### src/rtl/nbr_regs.vh
// Constants for the nine-bit three-state holding register.
// Assumes inclusion by bare name from the design files under rtl/.
`ifndef NBR_REGS_VH
`define NBR_REGS_VH

// Storage width and pin sampling depth
`define NBR_WIDTH 9
`define NBR_SYNC_STAGES 3

// Packed pin vector field positions
`define NBR_F_DATA_LSB 0
`define NBR_F_DATA_MSB 8
`define NBR_F_EDGE 9
`define NBR_F_LOAD_N 10
`define NBR_F_CLEAR_N 11
`define NBR_F_OE_N 12
`define NBR_PINS 13

// Reset values of the filtered pin levels: idle, not loading, not clearing, floated
`define NBR_PINS_RST 13'h1C00
`define NBR_CLEARED 9'h000
`define NBR_OE_N_RST 9'h1FF

// Cycles from a pin change to its filtered level
`define NBR_FILT_LAT 4

`endif

### src/rtl/nbr_hold_reg.v
// Nine-bit edge-loaded holding register with clear and three-state drive.
// Assumes all control and data pins are asynchronous to clk_i.
// Notes on behaviour
// - Nine separate storage bits, each with its own input and output, load on a clock edge.
// - Clock, load gate and output enable are shared by all nine bits.
// - A rising edge_clock with load gate low and clear_n high captures the inputs.
// - With load gate high and clear_n high the stored bits never change on a clock edge.
// - With output enable low each output drives its stored bit.
// - With output enable high all nine outputs float.
// - Output enable has no effect on storage; loads and clears go on while floating.
// - While clear_n is low all bits are forced to zero, overriding clock, gate and data.
// - Outputs are true, never inverted.
`timescale 1ns/1ps
`include "nbr_regs.vh"

module nbr_hold_reg (
   input wire clk_i,
   input wire rst_n_i,
   input wire edge_clock_i,
   input wire load_n_i,
   input wire clear_n_i,
   input wire oe_n_i,
   input wire [`NBR_WIDTH-1:0] bit_inputs_i,
   output reg [`NBR_WIDTH-1:0] bus_drive_o,
   output reg [`NBR_WIDTH-1:0] bus_drive_oe_n_o
);

   // Edge tracker states
   localparam [0:0] ST_LOW = 1'h0;
   localparam [0:0] ST_HIGH = 1'h1;

   // Reset images of the filtered pins and the cleared storage
   localparam [`NBR_PINS-1:0] PIN_RST = `NBR_PINS_RST;
   localparam [`NBR_WIDTH-1:0] DATA_RST = PIN_RST[`NBR_F_DATA_MSB:`NBR_F_DATA_LSB];
   localparam [`NBR_PINS-`NBR_WIDTH-1:0] CTRL_RST = PIN_RST[`NBR_PINS-1:`NBR_F_EDGE];
   localparam [`NBR_WIDTH-1:0] CLEARED_VAL = `NBR_CLEARED;

   // Raw pins regrouped for the two filters
   wire [`NBR_PINS-`NBR_WIDTH-1:0] ctrl_pins;
   wire [`NBR_WIDTH-1:0] data_pins;

   // Filtered pin levels, all on clk_i
   wire [`NBR_PINS-`NBR_WIDTH-1:0] ctrl_lvl;
   wire [`NBR_WIDTH-1:0] data_filt;
   wire [`NBR_PINS-1:0] level;
   wire [`NBR_WIDTH-1:0] data_lvl;
   wire edge_lvl;
   wire load_n_lvl;
   wire clear_n_lvl;
   wire oe_n_lvl;

   // Edge tracker
   reg edge_state;
   reg next_edge_state;
   reg rise;

   // Shared controls, one set for all nine bits
   reg load_strobe;
   reg clear_force;

   // Per-bit next values
   wire [`NBR_WIDTH-1:0] next_q;
   wire [`NBR_WIDTH-1:0] next_oe_n;

   assign ctrl_pins = {oe_n_i, clear_n_i, load_n_i, edge_clock_i};
   assign data_pins = bit_inputs_i;

   // Both filters have the same depth, so data stays aligned with the detected edge
   nbr_pin_filter #(
      .WIDTH(`NBR_PINS - `NBR_WIDTH),
      .RST_VAL(CTRL_RST)
   ) u_ctrl_filter (
      .clk_i(clk_i),
      .rst_n_i(rst_n_i),
      .pin_i(ctrl_pins),
      .level_o(ctrl_lvl)
   );

   nbr_pin_filter #(
      .WIDTH(`NBR_WIDTH),
      .RST_VAL(DATA_RST)
   ) u_data_filter (
      .clk_i(clk_i),
      .rst_n_i(rst_n_i),
      .pin_i(data_pins),
      .level_o(data_filt)
   );

   assign level = {ctrl_lvl, data_filt};
   assign data_lvl = level[`NBR_F_DATA_MSB:`NBR_F_DATA_LSB];
   assign edge_lvl = level[`NBR_F_EDGE];
   assign load_n_lvl = level[`NBR_F_LOAD_N];
   assign clear_n_lvl = level[`NBR_F_CLEAR_N];
   assign oe_n_lvl = level[`NBR_F_OE_N];

   // Edge tracker: a rise is a filtered low-to-high step of edge_clock
   always @* begin
      next_edge_state = edge_state;
      rise = 1'h0;
      case (edge_state)
         ST_LOW: begin
            if (edge_lvl) begin
               next_edge_state = ST_HIGH;
               rise = 1'h1;
            end
         end
         ST_HIGH: begin
            if (!edge_lvl) begin
               next_edge_state = ST_LOW;
            end
         end
         default: begin
            next_edge_state = ST_LOW;
         end
      endcase
   end

   // Starts low like the idle pin, so no false rise follows reset
   always @(posedge clk_i) begin
      if (!rst_n_i) begin
         edge_state <= ST_LOW;
      end else begin
         edge_state <= next_edge_state;
      end
   end

   // Clear overrides a load in the same cycle; output enable never takes part
   always @* begin
      clear_force = 1'h0;
      load_strobe = 1'h0;
      if (!clear_n_lvl) begin
         clear_force = 1'h1;
      end else if (rise && !load_n_lvl) begin
         load_strobe = 1'h1;
      end else begin
         load_strobe = 1'h0;
      end
   end

   // One loop builds each bit's storage input and its output enable
   genvar b;
   generate
      for (b = 0; b < `NBR_WIDTH; b = b + 1) begin : g_bit
         reg next_bit;
         always @* begin
            if (clear_force) begin
               next_bit = CLEARED_VAL[b];
            end else if (load_strobe) begin
               next_bit = data_lvl[b];
            end else begin
               next_bit = bus_drive_o[b];
            end
         end
         assign next_q[b] = next_bit;
         assign next_oe_n[b] = oe_n_lvl;
      end
   endgenerate

   // Storage is left out of reset on purpose: content is unknown until cleared or loaded
   always @(posedge clk_i) begin
      bus_drive_o <= next_q;
   end

   // Outputs float during reset so a shared bus is not disturbed
   always @(posedge clk_i) begin
      if (!rst_n_i) begin
         bus_drive_oe_n_o <= `NBR_OE_N_RST;
      end else begin
         bus_drive_oe_n_o <= next_oe_n;
      end
   end

endmodule // nbr_hold_reg

### src/rtl/nbr_pin_filter.v
// Three-stage pin sampler with agreement filter, one per pin.
// Assumes pins are asynchronous to clk_i; reset is synchronous, active low.
`timescale 1ns/1ps
`include "nbr_regs.vh"

module nbr_pin_filter #(
   parameter WIDTH = `NBR_PINS,
   parameter [WIDTH-1:0] RST_VAL = `NBR_PINS_RST
) (
   input wire clk_i,
   input wire rst_n_i,
   input wire [WIDTH-1:0] pin_i,
   output wire [WIDTH-1:0] level_o
);

   genvar g;
   generate
      for (g = 0; g < WIDTH; g = g + 1) begin : g_pin
         reg s1;
         reg s2;
         reg s3;
         reg level;
         always @(posedge clk_i) begin
            if (!rst_n_i) begin
               s1 <= RST_VAL[g];
               s2 <= RST_VAL[g];
               s3 <= RST_VAL[g];
               level <= RST_VAL[g];
            end else begin
               s1 <= pin_i[g];
               s2 <= s1;
               s3 <= s2;
               // Only stages two and three are compared; stage one may be metastable
               if (s2 == s3) begin
                  level <= s3;
               end
            end
         end
         assign level_o[g] = level;
      end
   endgenerate

endmodule // nbr_pin_filter

### config.mk
export PLATFORM = sky130hd
export DESIGN_NAME = nbr_hold_reg
export DESIGN_NICKNAME = d
export VERILOG_FILES = /design/src/rtl/nbr_hold_reg.v /design/src/rtl/nbr_pin_filter.v
export VERILOG_INCLUDE_DIRS = /design/src /design/src/rtl
export SDC_FILE = /design/constraint.sdc
export NUM_CORES = 1
export LEC_CHECK = 0
export BUFFER_PORTS_ARGS = -buffer_cell sky130_fd_sc_hd__buf_4
export CORE_UTILIZATION = 51
export CTS_BUF_LIST = sky130_fd_sc_hd__clkbuf_8
export CTS_CLUSTER_DIAMETER = 150
export DETAILED_ROUTE_END_ITERATION = 10
export PLACE_DENSITY = 0.8
export SETUP_SLACK_MARGIN = 0.5
export SLEW_MARGIN = 5
export SYNTH_ARGS = -nofsm -noshare
export SYNTH_HDL_FRONTEND = slang
export SYNTH_SLANG_ARGS = --single-unit
export TNS_END_PERCENT = 100
### constraint.sdc
create_clock -name clk_i -period 0.8 [get_ports clk_i]
set_input_delay 0.08 -clock clk_i [delete_from_list [all_inputs] [get_ports clk_i]]
set_output_delay 0.08 -clock clk_i [all_outputs]
set_load 0.005 [all_outputs]
==> summary.txt <==
CTS
  • Number of sinks handled by clock tree synthesis: 63
  • Library cell used as clock root buffer: sky130_fd_sc_hd__clkbuf_8
  • Number of buffers inserted during clock tree synthesis: 9
  • Source-to-sink clock delay at the later pin of the worst-skew pair: 320 ps
  • Clk buf depth: 2
  • Clock-pin transition on the worst setup and hold timing paths: 60 ps
  • Clock tree from TritonCTS: done
  • H-tree depth: 3

Routing
  • Remaining design rule violation count: 0
  • Routed via count divided by cell count: 4.53
  • Total routed wirelength: 2770 µm
  • Drt initial violations: 54
  • Number of detailed-route iterations in the first pass: 5
  • Routed wirelength normalized by instance count: 10.1 µm
  • Total number of vias: 1247
  • DRT antenna net count: 0

Yosys
  • Number of warning messages in the yosys log: 0
  • Synth area leaders: sky130_fd_sc_hd__dfxtp_1 (63%), sky130_fd_sc_hd__and2_1 (9.7%), sky130_fd_sc_hd__nand2_1 (5.2%), sky130_fd_sc_hd__mux2i_1 (4.5%), sky130_fd_sc_hd__buf_4 (3.7%)
  • Proportion of netlist area held by the largest area contributor: 62.8%
  • Unique masters post-synth: 16
  • Most instantiated flip-flop cell in the synthesis netlist: sky130_fd_sc_hd__dfxtp_1
  • Cells after synthesis: 187
  • Library cell with the highest instance count after synthesis: sky130_fd_sc_hd__dfxtp_1
  • Net count after synthesis: 202
  • Synth cell count leaders: sky130_fd_sc_hd__dfxtp_1 (63), sky130_fd_sc_hd__and2_1 (31), sky130_fd_sc_hd__nand2_1 (28)
  • Synthesis-stage register bit count: 63
  • Portion of the post-synthesis area used by sequential elements: 62.8%
  • Post-Syn Area: 2010 µm²
  • Avg Synthesized Cell Area: 10.7 µm²
  • Share of flip-flops with an asynchronous set or reset after synthesis: 0%
  • Area leader, netlist: sky130_fd_sc_hd__dfxtp_1
  • Post-synth EDFFs: 0

Worst setup path
  • Worst setup SP type: flip-flop
  • Largest driver fanout on the critical path: 9
  • Worst EP arrival: 1190 ps
  • Critical R2R Capture: bus_drive_o[3]
  • Crit path max-delay family: flip-flops
  • Worst-path cell with the longest stage delay: sky130_fd_sc_hd__dfxtp_1
  • Critical Setup Path Class: flip-flop to flip-flop
  • Critical-path cell list: nor3b_2, buf_6, mux2i_1
  • Number of buffer and inverter instances along the worst setup path: 1
  • Source of the critical timing path: edge_state
  • Critical path required time: 1040 ps
  • Worst r2r src: edge_state
  • Number of cells on the critical path: 3
  • Slack of the worst reg-to-reg path: -150 ps
  • FF-to-FF path depth: 3
  • Largest incremental delay on the critical path: 300 ps
  • Crit path capture type: flip-flop
  • Critical path capture point: bus_drive_o[3]

Place
  • Global placer's final weighted congestion: 0.634
  • Quantity of I/O buffers inserted on ports: 32
  • Sum of net half-perimeters after detailed placement: 1720 µm
  • DP Worst Slack: -149 ps
  • Post-placement cell count: 258

Floorplan
  • Die Wd: 64.8 µm
  • DIE HEIGHT: 64.8 µm
  • Number of placement rows: 22
  • Top-level I/O count: 33
  • Total die area: 4190 µm²
  • Placeable core region: 3720 µm²
  • Starting utilization of the core area: 54.0%

Global routing
  • Initial antenna violation count: 0
  • Wire length of the first global-routing pass: 4600 µm
  • Pin count of the biggest net entering global routing: 25
  • Number of global-route vias before repair: 1088
  • Remaining global-route overflow: 0
  • Combined global-route utilization of all metal layers: 15.1%

Layout
  • Utilization after layout: 71.4%
  • Number of antenna repair diodes: 0
  • Proportion of layout cells with a drive suffix above 1: 49.3%
  • Sequential cell area: 1310 µm²
  • Multi-input gate area: 723 µm²
  • Count of nets after finishing: 237
  • Syn-to-layout area delta: 32.1%
  • Layout Cells excl Fill: 275
  • Filler Cells Inserted: 254

Timing
  • Unrepaired setup endpoints after global routing: true
  • Worst setup margin: -149 ps
  • Aggregate negative setup slack: -2340 ps
  • Final number of hold-violating endpoints: 16
  • Maximum frequency from static timing analysis: 1050 MHz
  • Worst Max-Slew Pin Slew: 128 ps
  • Final worst-path cycle share: 119%
  • Min Tclk post-route: 949 ps
  • Rel. slew slack: 91.2%
  • # setup viols final: 27
  • Max-slew violation count: 0
  • Worst hold slack after final layout: -65.4 ps
  • Setup clock skew after layout: 5.63 ps

Power
  • Static Leak: 1.07 nW
  • PD cells: 2150 nW/µm²
  • Maximum resistive drop on vdd: 0.00117 V

Run status
  • Result of the run: complete, but fails checks
  • Violations in the final reports: negative hold slack, negative setup slack

Run
  • Max-cap violations: 0

Worst hold path
  • Tightest Hold Check Type: input port to flip-flop
-- layout make-up --
type | instances | area share (%)
timing repair buffer | 40 | 14.6
tap | 48 | 2.26
sequential | 63 | 49.5
clock buffer | 11 | 5.70
clock inverter | 5 | 0.707
multi-input combinational | 108 | 27.3
-- worst min-delay path by stage --
stage / start / endpoint / depth (start not counted) / slack (ps)
5_1_grt: load_n_i / u_ctrl_filter.g_pin[1].s1 / 2 / -70
3_5_place_dp: load_n_i / u_ctrl_filter.g_pin[1].s1 / 2 / 260
3_3_place_gp: load_n_i / u_ctrl_filter.g_pin[1].s1 / 2 / 260
4_1_cts: load_n_i / u_ctrl_filter.g_pin[1].s1 / 2 / -80
6_report: load_n_i / u_ctrl_filter.g_pin[1].s1 / 2 / -70
2_1_floorplan: load_n_i / u_ctrl_filter.g_pin[1].s1 / 1 / 180
-- worst register-to-register path: cells and delay by family (launching register included) --
kind / cells / cell delay (ps)
DFF: 1 / 300
muxes: 1 / 200
and+or+nand+nor: 1 / 190
buffers and inverters: 1 / 180
-- routing by layer --
metal,global-route usage [%],vias to the layer above,routed length [µm]
li1,-,661,-
met2,21.7,28,1310
met3,6.87,7,104
met1,17.8,551,1300
met5,0,-,0
met4,10.0,0,65
-- where the power goes --
part           total [W]  internal [W]  switching (W)
clock network    0.00226       0.00124        0.00103
logic           0.000193      0.000131      0.0000621
registers        0.00326       0.00322      0.0000406
total            0.00572       0.00459        0.00113
-- state kept, by name, summed over array words and instances, names as in the netlist --
register and flops:
u_data_filter.g_pin.s1 9, u_data_filter.g_pin.level 9, u_ctrl_filter.g_pin.s2 4, bus_drive_o 9, u_data_filter.g_pin.s2 9, u_ctrl_filter.g_pin.s1 4, u_data_filter.g_pin.s3 9, edge_state 1
u_ctrl_filter.g_pin.s3 4, u_ctrl_filter.g_pin.level 4, bus_drive_oe_n_o 1
-- timing repair --
action,in CTS,in global routing
hold endpoints to repair,17,16
resized for setup,49,25
setup buffers,0,1
setup endpoints to repair,75,68
pin swaps,7,7
-- cell usage in the layout (no fill, tap or decap), types with 3 or more instances in the layout --
cell type | synthesis | routed
sky130_fd_sc_hd__dfxtp_2 | 0 | 36
sky130_fd_sc_hd__o21ai_2 | 0 | 7
sky130_fd_sc_hd__nand2_1 | 28 | 27
sky130_fd_sc_hd__inv_1 | 0 | 5
sky130_fd_sc_hd__nand2b_4 | 0 | 4
sky130_fd_sc_hd__buf_4 | 10 | 25
sky130_fd_sc_hd__or2b_1 | 4 | 4
sky130_fd_sc_hd__clkbuf_8 | 0 | 11
sky130_fd_sc_hd__buf_6 | 1 | 11
sky130_fd_sc_hd__o21ai_1 | 0 | 6
sky130_fd_sc_hd__a21boi_1 | 5 | 10
sky130_fd_sc_hd__buf_12 | 0 | 3
sky130_fd_sc_hd__and2_1 | 31 | 25
sky130_fd_sc_hd__and2_4 | 0 | 6
sky130_fd_sc_hd__a21oi_2 | 0 | 3
sky130_fd_sc_hd__dfxtp_1 | 63 | 25
sky130_fd_sc_hd__mux2i_1 | 9 | 9
-- kinds of logic after synthesis --
family / count (synthesis) / synth area share, %
AND/OR/NAND/NOR: 73 / 19.4
AO/OA/AOI/OAI: 26 / 7.73
buffers and inverters: 16 / 5.54
multiplexers: 9 / 4.49
flip-flops: 63 / 62.8
-- metrics by stage --
step | power (W) | hold WS, ps | cell area, µm²
6_report | 0.00572 | -65.4 | 2650
5_1_grt | 0.00598 | -66.1 | 2650
4_1_cts | 0.00577 | -78.9 | 2570
3_5_place_dp | 0.00349 | 264 | 2300
3_3_place_gp | 0.00348 | 262 | 2300
2_1_floorplan | 0.00342 | 176 | 2090
Note: power is estimated with default switching activity, not from simulation.
